<file path="src/rtl/scan_decoder_regs.svh">
// Purpose: offsets, field positions, reset values for the scan decoder
// Assumes: 16-bit mode control word, bit 15 zero selects mode control
// Notes:   definitions only
`ifndef SCAN_DECODER_REGS_SVH
`define SCAN_DECODER_REGS_SVH
`define SCAN_CODE_MSB     14
`define SCAN_CODE_LSB     11
`define CHAN_PICK_MSB     10
`define CHAN_PICK_LSB     7
`define KEEP_FIELD_MSB    6
`define KEEP_FIELD_LSB    3
`define KEEP_BIT_POS      1
`define IGNORED_MSB       10
`define SCAN_CODE_NULL    4'h0
`define SCAN_CODE_STD_EXT 4'h4
`define SCAN_CODE_UP_INT  4'h5
`define SCAN_CODE_UP_EXT  4'h6
`define SCAN_CODE_CU_INT  4'h7
`define SCAN_CODE_CU_EXT  4'h8
`define SCAN_CODE_PROG    4'h9
`define RESET_SCAN_CODE   4'h0
`define RESET_CHAN_PICK   4'h0
`define RESET_LOW_FIELD   4'h0
`define MAX_CUSTOM_CONV   5'h10
`define MAX_PROG_LEN      9'h100
`endif

</file>
<file path="src/rtl/scan_decoder_pkg.sv">
// Purpose: types for the scan-mode decoder
// Assumes: 16 analog inputs at most
// Notes:   carrier structs for decoded mode
package scan_decoder_pkg;
	typedef enum logic [2:0] {
		SEQ_IDLE   = 3'b000,
		SEQ_STDEXT = 3'b001,
		SEQ_UPINT  = 3'b011,
		SEQ_UPEXT  = 3'b010,
		SEQ_CUINT  = 3'b110,
		SEQ_CUEXT  = 3'b111,
		SEQ_PROG   = 3'b101
	} seq_mode_t;

	typedef struct packed {
		seq_mode_t   mode;
		logic        extClock;
		logic        avgAllowed;
		logic        customSet;
		logic        programmableSequenceMode;
		logic [3:0]  firstChannel;
		logic [3:0]  lastChannel;
		logic [8:0]  resultCount;
	} scan_setup_t;

	typedef struct packed {
		logic        valid;
		logic [15:0] word;
	} ctrl_word_t;
endpackage : scan_decoder_pkg

</file>
<file path="src/rtl/adc_scan_mode_decoder.sv">
// Purpose: decodes scan code and channel pick of the mode control word
// Assumes: words arrive as one-cycle strobes after deserialising
// Notes:   custom set registers are loaded elsewhere and given as inputs
//          code and pick are stored on the strobe edge, setup one edge later
//          the custom summary follows the set registers while a custom
//          mode is held, so a rewrite of the set shows without a new word
//          codes 0001 to 0011 belong to modes outside this block; here
//          they keep the mode and leave the low fields alone
//          averaging is only ever granted in the internal clock modes;
//          the grant is registered so it settles with the setup word
//          CHANNELS, 16 or 8, sets the top channel to 15 or 7; a pick above the top
//          on a smaller part is the host's fault and is not trapped
//          reset release runs through two flops, so the first word
//          is taken on the third edge after the pin rises
// Contract
// RULE1: code 0100: inputs 0 up to the pick, ext clock, no averaging.
// RULE2: code 0101: pick to top, int clock, may average, 16-N or 8-N results.
// RULE3: code 0110: pick to top, ext clock, no averaging.
// RULE4: code 0111: custom set ascending, int clock, may average, up to 16.
// RULE5: code 1000: custom set ascending, ext clock, no averaging, up to 16.
// RULE6: custom modes take members from the two set registers, not the pick.
// RULE7: code 1001: programmable sequence up to 256, ext clock, no averaging.
// RULE8: codes 1010 to 1111 keep the previous mode and ignore bits 10 to 0.
// RULE9: the channel pick is an unsigned channel number, 0 to 15.
// RULE10: code 0000 keeps the mode but still loads bits 6 to 3 and bit 1.
`timescale 1ns/1ps
`include "scan_decoder_regs.svh"
module adc_scan_mode_decoder #(
	parameter int CHANNELS = 16
) (
	// clock and reset
	input  wire logic                         sys_clk,
	input  wire logic                         arst_n,
	// control word strobe
	input  wire scan_decoder_pkg::ctrl_word_t ctrlWord,
	// custom set registers
	input  wire logic [7:0]                   custom_set_low_reg,
	input  wire logic [7:0]                   custom_set_high_reg,
	// programmable sequence length and averaging request
	input  wire logic [8:0]                   progLength,
	input  wire logic                         avgRequest,
	// decoded setup
	output scan_decoder_pkg::scan_setup_t     setup,
	output logic                              avgActive,
	output logic [3:0]                        lowField,
	output logic                              lowBit,
	output logic                              modeChanged
);
	import scan_decoder_pkg::*;

	logic        rstSync1Reg;
	logic        rstSync2Reg;
	logic [3:0]  scanCodeReg;
	logic [3:0]  chanPickReg;
	logic [3:0]  lowFieldReg;
	logic        lowBitReg;
	logic        changedReg;
	logic        avgActiveReg;
	scan_setup_t setupReg;
	scan_setup_t setupNext;
	logic [3:0]  codeIn;
	logic [3:0]  pickIn;
	logic        isModeCode;
	logic [15:0] customMask;
	logic [4:0]  customCount;
	logic [3:0]  customLow;
	logic [3:0]  customHigh;
	logic [3:0]  topChannel;
	logic        rstInt_n;

	// reset release through two flops
	always_ff @(posedge sys_clk or negedge arst_n) begin
		if (!arst_n) begin
			rstSync1Reg <= 1'b0;
			rstSync2Reg <= 1'b0;
		end else begin
			rstSync1Reg <= 1'b1;
			rstSync2Reg <= rstSync1Reg;
		end
	end
	assign rstInt_n = rstSync2Reg;

	// field extraction
	assign codeIn = ctrlWord.word[`SCAN_CODE_MSB:`SCAN_CODE_LSB];
	assign pickIn = ctrlWord.word[`CHAN_PICK_MSB:`CHAN_PICK_LSB]; // RULE9
	assign topChannel = 4'(CHANNELS - 1);
	assign customMask = {custom_set_high_reg, custom_set_low_reg}; // RULE6

	// codes that carry a new scan mode
	always_comb begin
		case (codeIn)
			`SCAN_CODE_STD_EXT, `SCAN_CODE_UP_INT, `SCAN_CODE_UP_EXT,
			`SCAN_CODE_CU_INT, `SCAN_CODE_CU_EXT, `SCAN_CODE_PROG: begin
				isModeCode = 1'b1;
			end
			default: begin
				isModeCode = 1'b0; // RULE8
			end
		endcase
	end

	channel_set_count #(
		.CHANNELS (16)
	) u_set_count (
		.setMask     (customMask),
		.memberCount (customCount),
		.lowChannel  (customLow),
		.highChannel (customHigh)
	);

	// stored code and channel pick, kept on null codes
	always_ff @(posedge sys_clk or negedge rstInt_n) begin
		if (!rstInt_n) begin
			scanCodeReg <= `RESET_SCAN_CODE;
			chanPickReg <= `RESET_CHAN_PICK;
		end else if (ctrlWord.valid && isModeCode) begin
			scanCodeReg <= codeIn;
			chanPickReg <= pickIn; // RULE8
		end
	end

	// low fields written by code 0000 and by mode codes
	always_ff @(posedge sys_clk or negedge rstInt_n) begin
		if (!rstInt_n) begin
			lowFieldReg <= `RESET_LOW_FIELD;
			lowBitReg   <= 1'b0;
		end else if (ctrlWord.valid &&
			(isModeCode || codeIn == `SCAN_CODE_NULL)) begin
			lowFieldReg <= ctrlWord.word[`KEEP_FIELD_MSB:`KEEP_FIELD_LSB]; // RULE10
			lowBitReg   <= ctrlWord.word[`KEEP_BIT_POS]; // RULE10
		end
	end

	// decode stored code into a scan setup
	always_comb begin
		setupNext = '0;
		setupNext.mode = SEQ_IDLE;
		case (scanCodeReg)
			`SCAN_CODE_STD_EXT: begin
				setupNext.mode         = SEQ_STDEXT;
				setupNext.extClock     = 1'b1; // RULE1
				setupNext.firstChannel = 4'h0; // RULE1
				setupNext.lastChannel  = chanPickReg; // RULE1
				setupNext.resultCount  = {5'h00, chanPickReg} + 9'h001;
			end
			`SCAN_CODE_UP_INT: begin
				setupNext.mode         = SEQ_UPINT;
				setupNext.avgAllowed   = 1'b1; // RULE2
				setupNext.firstChannel = chanPickReg;
				setupNext.lastChannel  = topChannel;
				setupNext.resultCount  = 9'(CHANNELS) -
					{5'h00, chanPickReg}; // RULE2
			end
			`SCAN_CODE_UP_EXT: begin
				setupNext.mode         = SEQ_UPEXT;
				setupNext.extClock     = 1'b1; // RULE3
				setupNext.firstChannel = chanPickReg; // RULE3
				setupNext.lastChannel  = topChannel; // RULE3
				setupNext.resultCount  = 9'(CHANNELS) -
					{5'h00, chanPickReg};
			end
			`SCAN_CODE_CU_INT: begin
				setupNext.mode         = SEQ_CUINT;
				setupNext.avgAllowed   = 1'b1; // RULE4
				setupNext.customSet    = 1'b1; // RULE6
				setupNext.firstChannel = customLow;
				setupNext.lastChannel  = customHigh;
				setupNext.resultCount  = {4'h0, customCount}; // RULE4
			end
			`SCAN_CODE_CU_EXT: begin
				setupNext.mode         = SEQ_CUEXT;
				setupNext.extClock     = 1'b1; // RULE5
				setupNext.customSet    = 1'b1; // RULE6
				setupNext.firstChannel = customLow;
				setupNext.lastChannel  = customHigh;
				setupNext.resultCount  = {4'h0, customCount}; // RULE5
			end
			`SCAN_CODE_PROG: begin
				setupNext.mode         = SEQ_PROG;
				setupNext.extClock     = 1'b1; // RULE7
				setupNext.programmableSequenceMode = 1'b1; // RULE7
				setupNext.resultCount  = (progLength > `MAX_PROG_LEN) ?
					`MAX_PROG_LEN : progLength; // RULE7
			end
			default: begin
				setupNext.mode = SEQ_IDLE;
			end
		endcase
	end

	// registered setup output
	always_ff @(posedge sys_clk or negedge rstInt_n) begin
		if (!rstInt_n) begin
			setupReg <= '0;
		end else begin
			setupReg <= setupNext;
		end
	end

	// pulse when a mode code was accepted
	always_ff @(posedge sys_clk or negedge rstInt_n) begin
		if (!rstInt_n) begin
			changedReg <= 1'b0;
		end else begin
			changedReg <= ctrlWord.valid && isModeCode;
		end
	end

	// averaging grant, registered alongside the setup it depends on
	always_ff @(posedge sys_clk or negedge rstInt_n) begin
		if (!rstInt_n) begin
			avgActiveReg <= 1'b0;
		end else begin
			avgActiveReg <= setupNext.avgAllowed & avgRequest; // RULE2 RULE4
		end
	end

	// outputs straight from their registers
	assign setup       = setupReg;
	assign avgActive   = avgActiveReg;
	assign lowField    = lowFieldReg;
	assign lowBit      = lowBitReg;
	assign modeChanged = changedReg;
endmodule : adc_scan_mode_decoder

</file>
<file path="src/rtl/channel_set_count.sv">
// Purpose: counts members and lowest/highest channel of a custom set
// Assumes: set is a 16-bit mask, bit i is analog input i
// Notes:   purely combinational
`timescale 1ns/1ps
module channel_set_count #(
	parameter int CHANNELS = 16
) (
	// channel membership
	input  wire logic [CHANNELS-1:0] setMask,
	// summary
	output logic [4:0]               memberCount,
	output logic [3:0]               lowChannel,
	output logic [3:0]               highChannel
);
	logic [4:0] partial [CHANNELS:0];

	assign partial[0] = 5'h00;
	// running population count, one stage per channel
	genvar g;
	generate
		for (g = 0; g < CHANNELS; g++) begin : g_cnt
			assign partial[g+1] = partial[g] + {4'h0, setMask[g]};
		end
	endgenerate
	assign memberCount = partial[CHANNELS];

	// lowest and highest member
	always_comb begin
		lowChannel  = 4'h0;
		highChannel = 4'h0;
		for (int i = CHANNELS - 1; i >= 0; i--) begin
			if (setMask[i]) begin
				lowChannel = i[3:0];
			end
		end
		for (int i = 0; i < CHANNELS; i++) begin
			if (setMask[i]) begin
				highChannel = i[3:0];
			end
		end
	end
endmodule : channel_set_count

</file>
<file path="config.mk">
export PLATFORM = sky130hd
export DESIGN_NAME = adc_scan_mode_decoder
export DESIGN_NICKNAME = d
export VERILOG_FILES = /design/src/rtl/scan_decoder_pkg.sv /design/src/rtl/adc_scan_mode_decoder.sv /design/src/rtl/channel_set_count.sv
export VERILOG_INCLUDE_DIRS = /design/src /design/src/rtl
export SDC_FILE = /design/constraint.sdc
export NUM_CORES = 1
export LEC_CHECK = 0
export BUFFER_PORTS_ARGS = -buffer_cell sky130_fd_sc_hd__buf_2
export CORE_ASPECT_RATIO = 1.4
export CORE_MARGIN = 2
export CORE_UTILIZATION = 42
export DETAILED_ROUTE_END_ITERATION = 12
export PLACE_DENSITY = 0.72
export RECOVER_POWER = 50
export REMOVE_ABC_BUFFERS = 1
export SLEW_MARGIN = 25
export SYNTH_ARGS = -nofsm -noshare
export SYNTH_HDL_FRONTEND = slang
export SYNTH_SLANG_ARGS = --single-unit
</file>
<file path="constraint.sdc">
create_clock -name sys_clk -period 1.3 [get_ports sys_clk]
set_input_delay 0.065 -clock sys_clk [delete_from_list [all_inputs] [get_ports sys_clk]]
set_output_delay 0.065 -clock sys_clk [all_outputs]
set_load 0.02 [all_outputs]
</file>
Yosys cells after proc, flatten, opt, wreduce, memory -nomap -nowiden. Index checks and enable logic that the tools add are counted.

Add/subtract/negate cells: 17. Order comparisons: 1. Eq/ne operators: 12. Muxes and demuxes: 40. Bitwise gates (word level): 1. Reduce and logical (&&, ||, !) cells: 9.

Operators by type and width (number): 2-to-1 mux 4 bit (24); adder 5 x 1 -> 5 bit (14); one-hot mux 9 bit (4 select lines) (1); equality test 4 x 3 -> 1 bit, second input constant (8); one-hot mux 8 bit (3 select lines) (1); one-hot mux 3 bit (6 select lines) (1); equality test 4 bit, second input constant (4); 2-to-1 mux 3 bit (4); greater-than comparator 9 bit, second input constant (1); 2-to-1 mux 9 bit (1); 2-to-1 mux 1 bit (6); OR reduction 2 bit (3); OR reduction 6 bit (1); subtractor 5 x 4 -> 6 bit, first input constant (1); adder 4 x 1 -> 5 bit, second input constant (1); logical NOT 4 bit (1); 2-to-1 mux 2 bit (2); OR reduction 4 bit (1); adder 1 x 1 -> 2 bit (1); logical AND 1 bit (2); AND 1 bit (1); logical OR 1 bit (1).

Register bits after elaboration: 41. Input port bits: 45. Output and inout port bits: 31. Logic and storage cells: 96.

Longest topological paths before layout. Gate-level depths: netlist (run 1).

Depth after elaboration: 17. Mapped depth: 14. Mapped depth without buffers: 14.

Hierarchy. Synthesis (run 1) repeated with hierarchy kept, for this count alone.

Cells, all modules: 233. Area total of the unflattened synthesis: 2416.1 um^2.

Modules (own cells, without submodules): adc_scan_mode_decoder (instances 1, cells each 147, area each 1747.9 um^2); channel_set_count (instances 1, cells each 86, area each 668.1 um^2).

Least setup slack after synthesis (run 1). OpenSTA, ideal clock, no wires.

Kind: input to register. Start point: in custom_set_low_reg[2]. End point: reg setupReg, in the netlist setup[1]. Library setup time: 126 ps. Data arrival time: 3438 ps. Slack: -2264 ps. Stages on the path: 11. Buffers on the path: 0. Cell sequence: inv_1 fa_1 fa_1 fa_1 fa_1 fa_1 fa_1 nor3_1 a21oi_1 nor2_1 a221o_1.

RTL lines: start, declared (line adc_scan_mode_decoder.sv:37) `input wire logic [7:0] custom_set_low_reg,`; end signal, assigned (line adc_scan_mode_decoder.sv:196) `setupReg <= setupNext;`; end, declared (line adc_scan_mode_decoder.sv:59) `scan_setup_t setupReg;`.

==> impl_metrics.yaml, run 1 <==
clock_network:
  clkSlewWorstSetupHoldPaths_ns: 0.08
  worstSkewPairLatency_ns: 0.29
  tritoncts: "done"
  cts_root_buf: "clkbuf_8"
  cts_sinks: 41
  htreeDepth: 2
  cts_buffer_depth: 2
  cts_buffers: 5
outcome:
  status: "finished, violations left"
  violations: "setup timing"
worst_setup_path:
  cp_max_fo: 2
  cp_data_arrival_time_ns: 3.65
  setup.worst_path.class: "input port to flop"
  startpoint_type: "input port"
  required_ns: 1.48
  crit_path_start: "custom_set_low_reg[7]"
  r2r_start: "scanCodeReg[0]$_DFFE_PN0P_"
  worst_setup_path_end_kind: "flop"
  ff2ff_setup_slack_ns: -0.23
cells_and_area:
  post-route-util_pct: 64.5
  final_cell_area_um2: 3540
  seqCellArea_um2: 1030
  syn2layout_area_growth_pct: 49.9
  multi_input_area_um2: 1300
  layout-drive-gt1-share_pct: 49.2
  antennaDiodeCount: 0
  nNetsFinal: 426
  fin_cells: 432
  num-fill-cells: 468
placement:
  dp_hpwl_um: 4700
  port_buffers: 72
  place_area_um2: 3140
  place_inst: 408
  gp_congestion: 0.872
floorplan:
  die_w_um: 67.4
  coreArea_um2: 5490
  start_util_pct: 43.0
  fp.dieH_um: 92.7
  fp-row-count: 32
  ioPinCount: 76
  dieArea_um2: 6240
power_and_ir_drop:
  ir_drop_v: 0.000903
  leakagePower_nw: 1.79
  clockPowerShare_pct: 20.7
  pwr-share-seq_pct: 31.9
  power.internal_mw: 3.28
  combPwrFrac_pct: 47.4
  p_per_area_nw_per_um2: 1430
  power.switching_mw: 1.77
  sw_frac_of_total_pct: 35.1
routing:
  drc: 0
  vias_per_cell: 5.06
  drtIter0Drc: 74
  first_pass_iters: 4
  ant_nets: 0
  vias: 2186
  wl_um: 6250
  wl_per_cell_um: 14.5
sta:
  hold_viol_final: 0
  layout_setup_ws_ns: -2.17
  worst_slew_pin_slew_ns: 0.976
  max_freq_mhz: 288
  finalMaxSlewViolations: 0
  fin_crit_ns: 3.47
  finClkSkew_ns: 0.00601
  max_slew_margin_pct: 34.3
  finalSetupViolCount: 23
  rsz0062_at_grt: "true"
  finalCritPeriodShare_pct: 267
global_route:
  grt_pass1_vias: 2278
  grt_pass1_wl_um: 10200
  antenna_found_initial: 0
  grt-ovfl-total: 0
  gr-usage-all-layers_pct: 21.8
  grt_max_degree: 35
logic_synthesis:
  netlist_instances: 226
  yosysSeqAreaShare_pct: 43.5
  ys_ff_latch: 41
  syn_avg_cell_area_um2: 10.4
  synthesis.area_um2: 2360
  synth_flop_cell: "dfrtp_1"
  yosysWarningCount: 0
  synth.distinct_cells: 52
  postSynth.asyncResetShare_pct: 100
  synth_edf_count: 0
run:
  maxCapViolCount: 0
min_path:
  hold_path_class: "input port to flop"
  hp-start: "ctrlWord[5]"
-- synth_stat cells (3+ instances only) --
| library cell | instances | area [um^2] |
|---|---|---|
| nand2_1 | 17 | 63.8 |
| dfrtp_1 | 41 | 1030 |
| nand3_1 | 3 | 15.0 |
| o21ai_1 | 3 | 15.0 |
| a21oi_1 | 14 | 70.1 |
| o31ai_1 | 4 | 30.0 |
| inv_1 | 26 | 97.6 |
| ha_1 | 8 | 100 |
| clkbuf_1 | 3 | 11.3 |
| xnor2_1 | 3 | 26.3 |
| fa_1 | 10 | 200 |
| a211oi_1 | 5 | 37.5 |
| and2_1 | 5 | 31.3 |
| nor2_1 | 9 | 33.8 |
| buf_6 | 3 | 33.8 |
| mux2_2 | 11 | 124 |
| nor3_1 | 3 | 15.0 |
| nor2b_1 | 4 | 25.0 |
| o21ai_0 | 14 | 70.1 |
-- cell families (layout without fill, tap and decap cells) --
family | Yosys count | in the layout | share of synthesized area [%]
AOI/OAI and AO/OA | 60 | 60 | 17.1
and+or+nand+nor | 58 | 58 | 13.7
DFF | 41 | 41 | 43.5
buffers and inverters | 34 | 172 | 6.42
adders and majority gates | 18 | 18 | 12.7
muxes | 11 | 11 | 5.25
xor gates and xnor gates | 3 | 3 | 1.11
other | 1 | 1 | 0.159
-- critical path, cell delays in order --
cell and delay (ns):
buf_8 0.10, fa_1 0.54, inv_2 0.04, fa_1 0.51, fa_1 0.55, fa_1 0.43
fa_2 0.38, fa_2 0.56, nor3_1 0.06, a21oi_1 0.11, nor2_1 0.05, a221o_1 0.25
-- final timing paths --
path                            cells after the start                         end
worst max register to register                      5         setup[16]$_DFF_PN0_
worst max-delay path                               12          setup[1]$_DFF_PN0_
max in group asynchronous                           1  scanCodeReg[1]$_DFFE_PN0P_
worst min register to register                      0          setup[6]$_DFF_PN0_
min in group asynchronous                           2          rstInt_n$_DFF_PN0_
worst min-delay path                                2     lowField[2]$_DFFE_PN0P_
-- power by group through the flow --
stage                     registers, mW  clock network, mW  logic [mW]
after floorplan                    1.88                  0       0.888
after global placement             1.62                  0        1.89
after detailed placement           1.63                  0        1.96
after CTS                          1.61               1.06        2.22
after global routing               1.64               1.12        2.62
final                              1.61               1.05        2.40
-- through the flow --
stage | setup slack, ns | setup TNS [ns] | total power, mW | hold WS (ns)
2_1_floorplan | -2.28 | -10.47 | 2.77 | -0.231
3_3_place_gp | -2.42 | -12.12 | 3.52 | -0.149
3_5_place_dp | -2.52 | -12.74 | 3.60 | -0.149
4_1_cts | -2.14 | -10.15 | 4.89 | 0.00173
5_1_grt | -2.26 | -12.66 | 5.38 | -0.00306
6_report | -2.17 | -10.89 | 5.06 | 0.00183
-- layer usage --
metal | vias to the layer above | GRT usage (%) | part of all wire (%) | wire length, um
met5 | - | 0 | 0 | 0
met3 | 15 | 3.16 | 3.6 | 227
met1 | 1050 | 23.4 | 37 | 2290
met2 | 68 | 39.4 | 56 | 3520
met4 | 0 | 11.6 | 3.4 | 213
li1 | 1053 | - | - | -
-- layout by cell type (no fill, tap or decap), types with 8 or more instances in the layout --
| cell | n |
|---|---|
| o21ai_0 | 8 |
| buf_4 | 48 |
| a21oi_1 | 10 |
| dfrtp_1 | 40 |
| nor2_1 | 9 |
| nand2_1 | 14 |
| inv_1 | 23 |
| buf_2 | 66 |
| fa_1 | 8 |
| ha_1 | 8 |
| mux2_2 | 11 |
| buf_6 | 10 |
-- repair_timing --
action,CTS,global route
buffers inserted,7,3
endpoints found under the setup margin,20,19
hold buffers,5,1
resized for setup,36,15
hold endpoints to repair,6,1
pin swaps,18,6
-- flip-flops by register name (all words and copies together) (netlist names) --
| signal | cells |
|---|---|
| avgActive | 1 |
| chanPickReg | 4 |
| lowBit | 1 |
| lowField | 4 |
| modeChanged | 1 |
| rstInt_n | 1 |
| rstSync1Reg | 1 |
| scanCodeReg | 4 |
| setup | 24 |
-- cell type report --
class	count	share of cell area, %
inverter	27	2.87
clock buffer	7	2.44
sequential	41	29.0
multi-input combinational	151	36.8
timing repair buffer	137	25.6
tap	68	2.41
clock inverter	1	0.849
Note: power is estimated with default switching activity, not from simulation.
==> inputs of run 2 (changes only) <==
--- a/config.mk
+++ b/config.mk
@@ -11,9 +11,10 @@
 export CORE_MARGIN = 2
 export CORE_UTILIZATION = 42
 export DETAILED_ROUTE_END_ITERATION = 12
-export PLACE_DENSITY = 0.72
+export PLACE_DENSITY = 0.83
 export RECOVER_POWER = 50
 export REMOVE_ABC_BUFFERS = 1
+export SKIP_CTS_REPAIR_TIMING = 1
 export SLEW_MARGIN = 25
 export SYNTH_ARGS = -nofsm -noshare
 export SYNTH_HDL_FRONTEND = slang
==> run 2 against run 1 <==
The flow still finishes with violations (setup timing). Via count fell by 0.87%. Fmax barely moved. Flip-flop and latch count did not move. Clock skew fell by 0.00080 ns. Wire length rose by 4.2%. Power fell by 3.3%. First-iteration DRC count rose by 93%. Hold slack got worse by 0.0015 ns. Sequential power barely moved. Largest cell class unchanged. Largest power group unchanged.
==> impl_metrics.yaml, run 2 (synthesis results as in run 1) <==
cells_and_area:
  final_common_cell: "buf_2"
  syn2layout_area_growth_pct: 47.2
  layout-drive-gt1-share_pct: 49.9
  fin_cells: 423
  nNetsFinal: 418
  largest_reg_flops: 24
  antennaDiodeCount: 0
  num-fill-cells: 431
  mostFrequentLayoutCells: "buf_2 (68), buf_4 (40), dfrtp_1 (39)"
sta:
  max_freq_mhz: 288
  finClkSkew_ns: 0.00520
  hold_viol_final: 0
  max_slew_margin_pct: 39.2
  finalSetupViolCount: 18
  fin_crit_ns: 3.47
  rsz0062_at_grt: "true"
  layout_setup_ws_ns: -2.17
  worst_slew_pin_slew_ns: 0.911
  finalCritPeriodShare_pct: 267
  finalMaxSlewViolations: 0
worst_setup_path:
  cp_data_arrival_time_ns: 3.65
  worst_setup_path_end_kind: "flop"
  r2r_start: "scanCodeReg[3]$_DFFE_PN0P_"
  required_ns: 1.48
  ff2ff_setup_slack_ns: -0.32
  r2r_end: "setup[2]$_DFF_PN0_"
  reg2regPathDepth: 6
  startpoint_type: "input port"
  setup.worst_path.class: "input port to flop"
  cp_max_fo: 2
global_route:
  grt-ovfl-total: 0
  grt_pass1_wl_um: 9750
  grt_pass1_vias: 2135
  grt_max_degree: 40
  antenna_found_initial: 0
  gr-usage-all-layers_pct: 20.6
routing:
  first_pass_iters: 4
  ant_nets: 0
  wl_per_cell_um: 15.4
  wl_um: 6510
  drtIter0Drc: 143
  vias_per_cell: 5.12
  drc: 0
  vias: 2167
floorplan:
  ioPinCount: 76
  dieArea_um2: 6240
  coreArea_um2: 5490
  start_util_pct: 43.0
  fp-row-count: 32
  die_w_um: 67.4
  fp.dieH_um: 92.7
placement:
  port_buffers: 72
  place_inst: 404
  dp_hpwl_um: 4810
  gp_congestion: 0.872
power_and_ir_drop:
  ir_drop_v: 0.000609
  fin_total_pwr_mw: 4.89
  leakagePower_nw: 1.78
  p_per_area_nw_per_um2: 1410
run:
  maxCapViolCount: 0
clock_network:
  cts_root_buf: "clkbuf_8"
  cts_buffer_depth: 2
  cts_buffers: 5
  worstSkewPairLatency_ns: 0.29
  cts_sinks: 41
  clkSlewWorstSetupHoldPaths_ns: 0.08
  tritoncts: "done"
  htreeDepth: 2
outcome:
  status: "finished, violations left"
  violations: "setup timing"
min_path:
  hp-start: "ctrlWord[9]"
  whs_endpoint: "chanPickReg[2]$_DFFE_PN0P_"
  hold_depth: 2
  hold_path_class: "input port to flop"
[run 2: cell count changes in the layout (fill, tap and decap cells not counted), moves of 2 or more]
cell           before  now
buf_6              10   14
nand2_4             0    2
dlygate4sd3_1       6    2
inv_2               4    2
and2_4              0    3
clkbuf_1            6    4
buf_4              48   40
buf_2              66   68
nand2_2             3    1
and2_1              5    2
[run 2: power by group]
part | switching [mW] | internal, mW
logic | 1.18 | 1.10
registers | 0.147 | 1.49
clock network | 0.417 | 0.558
[run 2: area by class of cell]
cell class                 instances  area, um^2  share of cell area, %
clock buffer                       5        68.8                   1.98
clock inverter                     2        35.0                   1.01
inverter                          27         106                   3.06
multi-input combinational        151        1310                   37.8
sequential                        41        1030                   29.6
tap                               68        85.1                   2.45
timing repair buffer             129         838                   24.1
[run 2: layer usage]
| layer | track usage, % | vias up | part of all wire, % |
|---|---|---|---|
| met3 | 2.92 | 15 | 4.4 |
| met1 | 24.4 | 1042 | 37 |
| met4 | 7.82 | 0 | 2.4 |
| met2 | 36.6 | 69 | 57 |
| met5 | 0 | - | 0 |
| li1 | - | 1041 | - |
[run 2: metrics by stage]
| stage | setup TNS [ns] | util (%) | instance area [um^2] | hold slack (ns) | worst slack (ns) |
|---|---|---|---|---|---|
| 2_1_floorplan | -10.47 | - | 2310 | -0.231 | -2.28 |
| 3_3_place_gp | -12.07 | 56.4 | 3090 | -0.150 | -2.43 |
| 3_5_place_dp | -12.57 | 56.4 | 3090 | -0.149 | -2.48 |
| 4_1_cts | -11.30 | 58.3 | 3200 | -0.462 | -2.18 |
| 5_1_grt | -12.41 | 63.3 | 3470 | 0.00470 | -2.25 |
| 6_report | -11.15 | 63.3 | 3470 | 0.000368 | -2.17 |
[run 2: critical path: stages]
cell     delay [ns]
buf_6          0.10
fa_1           0.54
inv_2          0.04
fa_1           0.51
fa_1           0.54
fa_1           0.43
fa_2           0.37
fa_2           0.56
nor3_1         0.05
a21oi_1        0.11
nor2_1         0.06
a221o_1        0.27
[run 2: worst max path at each step]
stage	slack, ns	depth (start not counted)	from	end
final	-2.17	12	custom_set_low_reg[7]	setup[1]$_DFF_PN0_
after global routing	-2.25	12	custom_set_low_reg[7]	setup[1]$_DFF_PN0_
after CTS	-2.18	12	custom_set_low_reg[2]	setup[1]$_DFF_PN0_
after detailed placement	-2.48	12	custom_set_low_reg[2]	setup[1]$_DFF_PN0_
after global placement	-2.43	12	custom_set_low_reg[3]	setup[1]$_DFF_PN0_
after floorplan	-2.28	11	custom_set_low_reg[2]	setup[1]$_DFF_PN0_
